==> src/mcadc_consts.svh <==
`ifndef MCADC_CONSTS_SVH
`define MCADC_CONSTS_SVH

// ----------------------------------------------------------------
// register indices (byte address is four times the index)
// ----------------------------------------------------------------
`define MCADC_IDX_SELECT      6'h0D
`define MCADC_IDX_VBAT        6'h0F
`define MCADC_IDX_VCHG        6'h10
`define MCADC_IDX_ICHG        6'h11
`define MCADC_IDX_STATUS      6'h18
`define MCADC_IDX_START       6'h20
`define MCADC_IDX_IRQ_STAT    6'h21
`define MCADC_IDX_IRQ_MASK    6'h22

// ----------------------------------------------------------------
// channel numbers, equal to their select bit positions
// ----------------------------------------------------------------
`define MCADC_CH_VBAT         3'h0
`define MCADC_CH_VCHG         3'h1
`define MCADC_CH_ICHG         3'h2
`define MCADC_CH_VBKP         3'h3
`define MCADC_CH_AUX1         3'h4
`define MCADC_CH_AUX2         3'h5
`define MCADC_CH_AUX3         3'h6
`define MCADC_CH_AUX4         3'h7
`define MCADC_CH_LAST         3'h7

// ----------------------------------------------------------------
// field positions
// ----------------------------------------------------------------
`define MCADC_BUSY_BIT        0
`define MCADC_START_BIT       0
`define MCADC_IRQ_DONE_BIT    0
`define MCADC_IRQ_REFUSED_BIT 1

// ----------------------------------------------------------------
// reset values
// ----------------------------------------------------------------
`define MCADC_SELECT_RST      8'h00
`define MCADC_IRQ_RST         2'h0
`define MCADC_READDATA_RST    32'h0000_0000

`endif

==> src/mcadc_pkg.sv <==
package mcadc_pkg;

	typedef enum logic [1:0] {
		SEQ_IDLE,
		SEQ_ISSUE,
		SEQ_WAIT
	} mcadc_seq_type;

	typedef logic [7:0] mcadc_sel_type;
	typedef logic [2:0] mcadc_chan_type;
	typedef logic [1:0] mcadc_irq_type;

endpackage : mcadc_pkg

==> src/mcadc_result_reg.sv <==
`timescale 1ns/100ps
`include "mcadc_consts.svh"

module mcadc_result_reg #(
	parameter int RESULT_W = 10
) (
	input  wire logic                mclk, // system clock
	input  wire logic                rst,  // synchronous reset
	input  wire logic                ce,   // clock enable
	input  wire logic                load, // capture din
	input  wire logic [RESULT_W-1:0] din,  // conversion result
	output logic      [RESULT_W-1:0] dout  // held result
);
	logic [RESULT_W-1:0] value_reg;
	logic [RESULT_W-1:0] value_next;

	always_comb begin
		value_next = load ? din : value_reg;
	end

	always_ff @(posedge mclk) begin
		if (rst) begin
			value_reg <= '0;
		end else if (ce) begin
			value_reg <= value_next;
		end
	end

	assign dout = value_reg;

endmodule : mcadc_result_reg

==> src/mcadc_top.sv <==
// Contract
// - select bits 7..4 schedule aux inputs 4..1 for the next sequence.
// - select bits 3..0 schedule backup, charger current, charger voltage, main battery.
// - status bit 0 reads one while converting, zero otherwise; other bits reserved.
// - main battery 10-bit result sits in a read-only register; writes ignored.
// - charger voltage 10-bit result sits in a read-only register.
// - charger current 10-bit result sits in a read-only register.
// - select writes land in shadow; shadow copies to master on request.
// - select reads return the master copy.
// - select writes during a sequence change only the shadow.
//
// Our own choice: the Avalon-MM interface to the registers.
`timescale 1ns/100ps
`include "mcadc_consts.svh"

module mcadc_top #(
	parameter int RESULT_W = 10
) (
	input  wire logic                    mclk,            // 50 MHz clock
	input  wire logic                    rst,             // synchronous reset, high
	input  wire logic                    ce,              // clock enable
	input  wire logic [7:0]              avs_address,     // byte address
	input  wire logic                    avs_read,        // read request
	input  wire logic                    avs_write,       // write request
	input  wire logic [31:0]             avs_writedata,   // write data
	input  wire logic [3:0]              avs_byteenable,  // byte lanes
	output logic      [31:0]             avs_readdata,    // read data
	output logic                         avs_waitrequest, // stall
	output logic                         conv_start,      // start one conversion
	output mcadc_pkg::mcadc_chan_type    conv_channel,    // channel to convert
	input  wire logic                    conv_done,       // conversion finished
	input  wire logic [RESULT_W-1:0]     conv_data,       // conversion result
	output logic                         busy,            // sequence running
	output logic                         irq              // interrupt level
);
	import mcadc_pkg::*;

	// ----------------------------------------------------------------
	// parameter check
	// ----------------------------------------------------------------
	generate
		if (RESULT_W < 1 || RESULT_W > 32) begin : g_bad_width
			$error("mcadc_top: RESULT_W must be 1 to 32");
		end
	endgenerate

	// ----------------------------------------------------------------
	// state
	// ----------------------------------------------------------------
	logic          wait_reg;
	logic          wait_next;
	logic [31:0]   rdata_reg;
	logic [31:0]   rdata_next;
	mcadc_seq_type state_reg;
	mcadc_seq_type state_next;
	mcadc_chan_type chan_reg;
	mcadc_chan_type chan_next;
	mcadc_sel_type shadow_reg;
	mcadc_sel_type shadow_next;
	mcadc_sel_type active_reg;
	mcadc_sel_type active_next;
	logic          busy_reg;
	logic          busy_next;
	logic          start_reg;
	logic          start_next;
	mcadc_chan_type cchan_reg;
	mcadc_chan_type cchan_next;
	mcadc_irq_type irq_stat_reg;
	mcadc_irq_type irq_stat_next;
	mcadc_irq_type irq_mask_reg;
	mcadc_irq_type irq_mask_next;
	logic          irq_reg;
	logic          irq_next;
	logic          conv_open_reg;
	logic          conv_open_next;

	logic                req;
	logic                rd_acc;
	logic                wr_acc;
	logic                hit;
	logic [5:0]          idx;
	logic                start_req;
	logic                done_evt;
	logic                refused_evt;
	logic                load_vbat;
	logic                load_vchg;
	logic                load_ichg;
	logic [RESULT_W-1:0] vbat_q;
	logic [RESULT_W-1:0] vchg_q;
	logic [RESULT_W-1:0] ichg_q;

	// ----------------------------------------------------------------
	// bus decode
	// ----------------------------------------------------------------
	assign idx       = avs_address[7:2];
	assign hit       = (avs_address[1:0] == 2'h0);
	assign req       = avs_read | avs_write;
	assign rd_acc    = avs_read && !wait_reg;
	assign wr_acc    = avs_write && !wait_reg && avs_byteenable[0] && hit;
	assign start_req = wr_acc && (idx == `MCADC_IDX_START) && avs_writedata[`MCADC_START_BIT];

	always_comb begin
		// one wait cycle, then a single accept cycle
		wait_next  = !(req && wait_reg);
		rdata_next = rdata_reg;
		if (avs_read && wait_reg) begin
			rdata_next = `MCADC_READDATA_RST;
			if (hit) begin
				case (idx)
					`MCADC_IDX_SELECT:   rdata_next[7:0] = active_reg;
					`MCADC_IDX_VBAT:     rdata_next[RESULT_W-1:0] = vbat_q;
					`MCADC_IDX_VCHG:     rdata_next[RESULT_W-1:0] = vchg_q;
					`MCADC_IDX_ICHG:     rdata_next[RESULT_W-1:0] = ichg_q;
					`MCADC_IDX_STATUS:   rdata_next[`MCADC_BUSY_BIT] = busy_reg;
					`MCADC_IDX_START:    rdata_next[`MCADC_START_BIT] = busy_reg;
					`MCADC_IDX_IRQ_STAT: rdata_next[1:0] = irq_stat_reg;
					`MCADC_IDX_IRQ_MASK: rdata_next[1:0] = irq_mask_reg;
					default:             rdata_next = `MCADC_READDATA_RST;
				endcase
			end
		end
	end

	// ----------------------------------------------------------------
	// shadow and sequencer
	// ----------------------------------------------------------------
	always_comb begin
		shadow_next = shadow_reg;
		active_next = active_reg;
		state_next  = state_reg;
		chan_next   = chan_reg;
		busy_next   = busy_reg;
		start_next  = 1'b0;
		cchan_next  = cchan_reg;
		done_evt    = 1'b0;
		refused_evt = 1'b0;
		conv_open_next = conv_open_reg;
		// writes touch only the shadow, even mid-sequence
		if (wr_acc && idx == `MCADC_IDX_SELECT) begin
			shadow_next = avs_writedata[7:0];
		end
		case (state_reg)
			SEQ_IDLE: begin
				if (start_req) begin
					active_next = shadow_reg;
					busy_next   = 1'b1;
					chan_next   = `MCADC_CH_VBAT;
					state_next  = SEQ_ISSUE;
				end
			end
			SEQ_ISSUE: begin
				if (active_reg[chan_reg]) begin
					start_next = 1'b1;
					cchan_next = chan_reg;
					state_next = SEQ_WAIT;
				end else if (chan_reg == `MCADC_CH_LAST) begin
					busy_next  = 1'b0;
					done_evt   = 1'b1;
					state_next = SEQ_IDLE;
				end else begin
					chan_next = chan_reg + 3'h1;
				end
			end
			SEQ_WAIT: begin
				if (conv_done) begin
					if (chan_reg == `MCADC_CH_LAST) begin
						busy_next  = 1'b0;
						done_evt   = 1'b1;
						state_next = SEQ_IDLE;
					end else begin
						chan_next  = chan_reg + 3'h1;
						state_next = SEQ_ISSUE;
					end
				end
			end
			default: begin
				state_next = SEQ_IDLE;
				busy_next  = 1'b0;
			end
		endcase
		if (start_req && state_reg != SEQ_IDLE) begin
			refused_evt = 1'b1;
		end
		// one conversion open from its start pulse to its done
		if (start_reg) begin
			conv_open_next = 1'b1;
		end else if (conv_done) begin
			conv_open_next = 1'b0;
		end
	end

	// result loads; host reads them once busy is clear
	assign load_vbat = (state_reg == SEQ_WAIT) && conv_done && (chan_reg == `MCADC_CH_VBAT);
	assign load_vchg = (state_reg == SEQ_WAIT) && conv_done && (chan_reg == `MCADC_CH_VCHG);
	assign load_ichg = (state_reg == SEQ_WAIT) && conv_done && (chan_reg == `MCADC_CH_ICHG);

	// ----------------------------------------------------------------
	// interrupts
	// ----------------------------------------------------------------
	always_comb begin
		irq_stat_next = irq_stat_reg;
		irq_mask_next = irq_mask_reg;
		if (rd_acc && hit && idx == `MCADC_IDX_IRQ_STAT) begin
			irq_stat_next = `MCADC_IRQ_RST;
		end
		// set wins over the read clear
		irq_stat_next[`MCADC_IRQ_DONE_BIT]    = irq_stat_next[`MCADC_IRQ_DONE_BIT] | done_evt;
		irq_stat_next[`MCADC_IRQ_REFUSED_BIT] = irq_stat_next[`MCADC_IRQ_REFUSED_BIT] | refused_evt;
		if (wr_acc && idx == `MCADC_IDX_IRQ_MASK) begin
			irq_mask_next = avs_writedata[1:0];
		end
		irq_next = |(irq_stat_next & irq_mask_next);
	end

	// ----------------------------------------------------------------
	// registers
	// ----------------------------------------------------------------
	always_ff @(posedge mclk) begin
		if (rst) begin
			wait_reg     <= 1'b1;
			rdata_reg    <= `MCADC_READDATA_RST;
			state_reg    <= SEQ_IDLE;
			chan_reg     <= `MCADC_CH_VBAT;
			shadow_reg   <= `MCADC_SELECT_RST;
			active_reg   <= `MCADC_SELECT_RST;
			busy_reg     <= 1'b0;
			start_reg    <= 1'b0;
			cchan_reg    <= `MCADC_CH_VBAT;
			irq_stat_reg <= `MCADC_IRQ_RST;
			irq_mask_reg <= `MCADC_IRQ_RST;
			irq_reg      <= 1'b0;
			conv_open_reg <= 1'b0;
		end else if (ce) begin
			wait_reg     <= wait_next;
			rdata_reg    <= rdata_next;
			state_reg    <= state_next;
			chan_reg     <= chan_next;
			shadow_reg   <= shadow_next;
			active_reg   <= active_next;
			busy_reg     <= busy_next;
			start_reg    <= start_next;
			cchan_reg    <= cchan_next;
			irq_stat_reg <= irq_stat_next;
			irq_mask_reg <= irq_mask_next;
			irq_reg      <= irq_next;
			conv_open_reg <= conv_open_next;
		end
	end

	// ----------------------------------------------------------------
	// result registers
	// ----------------------------------------------------------------
	mcadc_result_reg #(.RESULT_W(RESULT_W)) u_vbat (
		.mclk (mclk),
		.rst  (rst),
		.ce   (ce),
		.load (load_vbat),
		.din  (conv_data),
		.dout (vbat_q)
	);

	mcadc_result_reg #(.RESULT_W(RESULT_W)) u_vchg (
		.mclk (mclk),
		.rst  (rst),
		.ce   (ce),
		.load (load_vchg),
		.din  (conv_data),
		.dout (vchg_q)
	);

	mcadc_result_reg #(.RESULT_W(RESULT_W)) u_ichg (
		.mclk (mclk),
		.rst  (rst),
		.ce   (ce),
		.load (load_ichg),
		.din  (conv_data),
		.dout (ichg_q)
	);

	assign avs_readdata    = rdata_reg;
	assign avs_waitrequest = wait_reg;
	assign conv_start      = start_reg;
	assign conv_channel    = cchan_reg;
	assign busy            = busy_reg;
	assign irq             = irq_reg;
endmodule : mcadc_top

==> config.mk <==
export PLATFORM = sky130hd
export DESIGN_NAME = mcadc_top
export DESIGN_NICKNAME = d
export VERILOG_FILES = /design/src/mcadc_pkg.sv /design/src/mcadc_result_reg.sv /design/src/mcadc_top.sv
export VERILOG_INCLUDE_DIRS = /design/src
export SDC_FILE = /design/constraint.sdc
export NUM_CORES = 1
export LEC_CHECK = 0
export ABC_CLOCK_PERIOD_IN_PS = 2800
export CAP_MARGIN = 20
export CELL_PAD_IN_SITES_DETAIL_PLACEMENT = 0
export CELL_PAD_IN_SITES_GLOBAL_PLACEMENT = 1
export CORE_ASPECT_RATIO = 0.5
export CORE_MARGIN = 2
export CORE_UTILIZATION = 45
export DETAILED_ROUTE_END_ITERATION = 16
export DONT_BUFFER_PORTS = 1
export PLACE_DENSITY = 0.81
export SLEW_MARGIN = 30
export SYNTH_ARGS = -nofsm -noshare
export SYNTH_HDL_FRONTEND = slang
export SYNTH_SLANG_ARGS = --single-unit
==> constraint.sdc <==
create_clock -name mclk -period 2.8 [get_ports mclk]
set_input_delay 0.42 -clock mclk [delete_from_list [all_inputs] [get_ports mclk]]
set_output_delay 0.42 -clock mclk [all_outputs]
set_load 0.03 [all_outputs]
Word-level counts from Yosys, hierarchy flattened
Index checks and enable logic that the tools add are counted.
{"block": "op_classes", "n_lt_le_gt_ge": 1, "reduce_logical": 36, "mux": 32, "addsub": 1, "eq_ne": 17, "bitwise_logic": 4}
{"op": "6-bit case mux with 4 select lines", "n": 1}
{"op": "6-bit by 5-bit == test with 1-bit output (second input constant)", "n": 3}
{"op": "6-bit == test (second input constant)", "n": 3}
{"op": "1-bit logical AND", "n": 17}
{"op": "6-bit by 4-bit == test with 1-bit output (second input constant)", "n": 2}
{"op": "1-bit 2-to-1 mux", "n": 12}
{"op": "2-bit 2-to-1 mux", "n": 6}
{"op": "3-bit 2-to-1 mux", "n": 4}
{"op": "2-bit case mux with 3 select lines", "n": 2}
{"op": "10-bit 2-to-1 mux", "n": 1}
{"op": "2-bit AND reduction", "n": 5}
{"op": "3-bit case mux with 3 select lines", "n": 1}
{"op": "4-bit AND reduction", "n": 2}
{"op": "1-bit case mux with 7 select lines", "n": 1}
{"op": "2-bit inequality test (second input constant)", "n": 3}
{"op": "1-bit case mux with 6 select lines", "n": 1}
{"op": "3-bit AND reduction", "n": 2}
{"op": "5-bit AND reduction", "n": 1}
{"op": "2-bit logical NOT", "n": 2}
{"op": "3-bit by 4-bit < comparator with 1-bit output (second input constant)", "n": 1}
{"op": "2-bit OR reduction", "n": 2}
{"op": "3-bit by 1-bit adder with 3-bit output (second input constant)", "n": 1}
{"op": "1-bit binary-select mux with 3-bit select", "n": 1}
{"op": "3-bit by 1-bit == test with 1-bit output (second input constant)", "n": 1}
{"op": "13 further kinds", "n": 16}
{"block": "totals", "in_bits": 60, "regBits": 94, "word_cells": 106, "output_inout_bits": 39}

Logic depth before layout (Yosys ltp)
{"block": "depth", "word_depth": 11, "ltp_mapped": 8, "ltp_nobuf": 7}

By module
A second synthesis with hierarchy kept.
{"block": "hier_totals", "hier_cells": 424, "area_unflattened_um2": 3881.2}
{"module": "mcadc_top", "cells_each": 289, "n_inst": 1, "area_per_inst_um2": 2466.1, "seq_area_each_um2": 840.8}
{"module": "mcadc_result_reg", "cells_each": 45, "n_inst": 3, "area_per_inst_um2": 471.7, "seq_area_each_um2": 200.2}

Least setup slack after synthesis
OpenSTA, ideal clock, no wires.
{"block": "synth_path", "path_type": "input to register", "from": "input avs_address[4]", "to": "register irq_mask_reg[0]", "setup_slack_ns": 0.596, "path_stages": 5, "t_arrival_ns": 2.076, "setup_time_ns": 0.128, "required_ns": 2.672, "n_path_buf": 0, "cell_sequence": "or4b_4 or4b_2 or2_1 mux2i_1 nor2_1"}
{"block": "synth_between", "elab_chain_len": 3}
{"item": "start: declaration", "line_no": "mcadc_top.sv:22", "text": "input wire logic [7:0] avs_address,"}
{"item": "6-bit == test"}
{"item": "1-bit logical AND (no line)"}
{"item": "2-bit 2-to-1 mux", "line_no": "mcadc_top.sv:209", "text": "if (wr_acc && idx == `MCADC_IDX_IRQ_MASK) begin"}
{"item": "end signal: assignment", "line_no": "mcadc_top.sv:230", "text": "irq_mask_reg <= `MCADC_IRQ_RST;"}
{"item": "end signal: assignment", "line_no": "mcadc_top.sv:244", "text": "irq_mask_reg <= irq_mask_next;"}
{"item": "end: declaration", "line_no": "mcadc_top.sv:70", "text": "mcadc_irq_type irq_mask_reg;"}
Every way passes these cells.
A chain may end at the register's enable or synchronous reset.

Final worst setup path
{"block": "layout_path", "from": "register wait_reg, in the netlist avs_waitrequest", "to": "register irq_mask_reg[1]"}
{"block": "layout_between", "elab_chain_len": 6}
{"item": "start: declaration", "line_no": "mcadc_top.sv:50", "text": "logic wait_reg;"}
{"item": "start signal: assignment", "line_no": "mcadc_top.sv:234", "text": "wait_reg <= wait_next;"}
{"item": "1-bit logical NOT", "line_no": "mcadc_top.sv:99", "text": "assign wr_acc = avs_write && !wait_reg && avs_byteenable[0] && hit;"}
{"item": "1-bit logical AND (3 in a row)", "line_no": "mcadc_top.sv:99"}
{"item": "1-bit logical AND (no line)"}
{"item": "2-bit 2-to-1 mux", "line_no": "mcadc_top.sv:209"}
Every way passes these cells.

==> impl_metrics.tcl <==
set metrics [dict create \
    die_w_um 129 \
    startpoint_type "register" \
    ff2ff_setup_slack_ns 0.57 \
    postCtsHoldBufs 0 \
    ir_worst_vdd_v 0.000314 \
    fmax_mhz 448 \
    area_growth_pct 8.02 \
    hpwlAfterDp_um 6120 \
    ios 99 \
    r2r_end "irq_mask_reg[1]" \
    final_cell_mix "84 x nand2_1, 72 x dfxtp_1, 43 x a21oi_1" \
    min_path_cells 1 \
    coreArea_um2 7430 \
    drt_iter0_markers 273 \
    max_cap_viol_count 0 \
    pre_cts_ws_ns 0.479 \
    synth_area_per_cell_um2 8.38 \
    antenna_found_initial 0 \
    grt_max_degree 61 \
    cp-startpoint "avs_waitrequest" \
    clock_latency_ns 0.34 \
    drt-wirelength-per-cell_um 17.1 \
    cts_sinks 72 \
    cts_resized 0 \
    synthCells 419 \
    drtAntennaViolNets 0 \
    critPathKind "register to register" \
    maxSlewViolCount 0 \
    worstHoldEndpoint "conv_start" \
    cp.arrival_ns 2.46 \
    rsz0062_at_grt "false" \
    cp-end-kind "register" \
    setup_violations 0 \
    min_period_ns 2.23 \
    cts_inserted_buffers 9 \
    drcViolationCount 0 \
    cts_tree "built" \
    htreeDepth 3 \
    ys_seq_area_share_pct 41.1 \
    reg2reg_from "avs_waitrequest" \
    overflow 0 \
    dieArea_um2 8560 \
    final_common_cell "nand2_1" \
    grt_pass1_wl_um 14200 \
    clk_pin_slew_ns 0.06 \
    fp.dieH_um 66.4 \
    final_hold_viol_count 0 \
    root_buffer "clkbuf_16" \
    hold_path.startpoint "rst" \
    ys_dominant_reg_cell "dfxtp_1" \
    fin_ws_ns 0.568 \
    critPathMaxFanout 7 \
    crit_required_ns 3.03 \
    post-route-period-util_pct 79.7 \
    rows 22 \
    synth_seq_cells 72 \
    skew_ns 0.00761 \
    leakage_nw 1.38 \
    final_util_pct 51.0 \
    wirelength_um 8760 \
    yosysUniqueCellTypes 50 \
    synth_edf_count 0 \
    diodes 0 \
    synth_area_um2 3510 \
    grt_usage_pct 21.9 \
    ys_warn_count 0 \
    max_slew_margin_pct 55.2 \
    drive_gt1_share_pct 7.47 \
    worst_slew_pin_slew_ns 0.668 \
    r2r_cells 5 \
    portBuffers 0 \
    firstDrtPassIters 7 \
    post_cts_buffers 0 \
    grt_pass1_vias 2764 \
    gp_congestion 0.807 \
    routed_via_density 5.70 \
    outcome "completed" \
    ys_async_sr_fraction_pct 0 \
    setup-tns-final_ns 0 \
    clock_path_buffers 2 \
    nNetsFinal 479 \
    power_density_nw_per_um2 608 \
    initial_core_util_pct 47.2 \
    dr_total_vias 2914 \
    hold_class "primary input to register" \
]
## final cells by class
type | instances | area, um2
Clock buffer | 12 | 267
Clock inverter | 4 | 51.3
Fill cell | 720 | 3640
Inverter | 9 | 33.8
Multi-Input combinational cell | 314 | 1850
Sequential cell | 72 | 1440
Tap cell | 96 | 120
Timing Repair Buffer | 4 | 30.0
## metal layers
metal  share of wire, %  GRT usage, %  wire length, um  vias up
met1                 46          27.7             4000     1395
met4                1.5          8.56              134        0
met2                 45          35.1             3940       92
met3                7.8          7.12              686       11
li1                   -             -                -     1416
met5                  0             0                0        -
## how the worst max path moves through the flow
| stage | end | slack [ns] | cells past startpoint |
|---|---|---|---|
| finish | irq_mask_reg[1] | 0.57 | 5 |
| global route | chan_reg[2] | 0.47 | 5 |
| CTS | chan_reg[0] | 0.57 | 5 |
| detailed placement | irq_mask_reg[1] | 0.48 | 5 |
| global placement | irq | 0.56 | 5 |
| floorplan | irq_mask_reg[0] | 0.60 | 5 |
## logic make-up after synthesis
group | after synthesis | share of synthesized area (%)
AND/OR/NAND/NOR | 172 | 23.7
flip-flops | 72 | 41.1
adder cells (fa/ha/maj) | 9 | 3.21
AO/OA/AOI/OAI | 85 | 15.8
other | 1 | 0.107
multiplexers | 26 | 7.52
buffers and inverters | 54 | 8.66
## synthesized netlist by cell type, types with 2 or more instances
cell type | count | area [um2]
a31oi_1 | 3 | 18.8
nand2_1 | 84 | 315
nor4b_1 | 2 | 17.5
ha_1 | 9 | 113
nor2_1 | 18 | 67.6
or4b_4 | 2 | 27.5
clkbuf_1 | 18 | 67.6
a22oi_1 | 5 | 37.5
a21o_1 | 3 | 22.5
a22o_1 | 8 | 70.1
mux2i_1 | 23 | 230
nor3b_1 | 2 | 15.0
inv_1 | 9 | 33.8
buf_4 | 22 | 165
o21ai_0 | 5 | 25.0
and3_1 | 3 | 18.8
o22ai_1 | 2 | 12.5
a21oi_1 | 43 | 215
dfxtp_1 | 72 | 1440
nand4_1 | 2 | 12.5
nor2b_1 | 7 | 43.8
nor3_1 | 4 | 20.0
a222oi_1 | 6 | 60.1
mux2_2 | 2 | 22.5
buf_2 | 3 | 15.0
buf_6 | 2 | 22.5
nand3_1 | 36 | 180
or4b_2 | 2 | 20.0
## per-stage QoR
step / std cells / area, um2 / hold slack (ns) / total power, mW
after detailed placement: 495 / 3470 / 0.439 / 1.12
after global placement: 495 / 3470 / 0.433 / 1.12
final: 511 / 3790 / 0.140 / 2.31
after CTS: 511 / 3790 / 0.139 / 2.31
after global routing: 511 / 3790 / 0.138 / 2.37
after floorplan: 440 / 3590 / 0.432 / 1.16
## power breakdown
| group | internal [mW] | switching [mW] | total, mW | leakage [nW] |
|---|---|---|---|---|
| combinational | 0.0131 | 0.0590 | 0.0721 | 0.640 |
| sequential | 1.03 | 0.00473 | 1.03 | 0.580 |
| clock | 0.762 | 0.441 | 1.20 | 0.155 |
## critical path: stages (launching register included)
cell      delay (ns)
dfxtp_1         0.46
nand3b_1        0.35
or4b_2          0.75
or2_1           0.30
mux2i_1         0.21
nor2_1          0.06
Note: power is estimated with default switching activity, not from simulation.
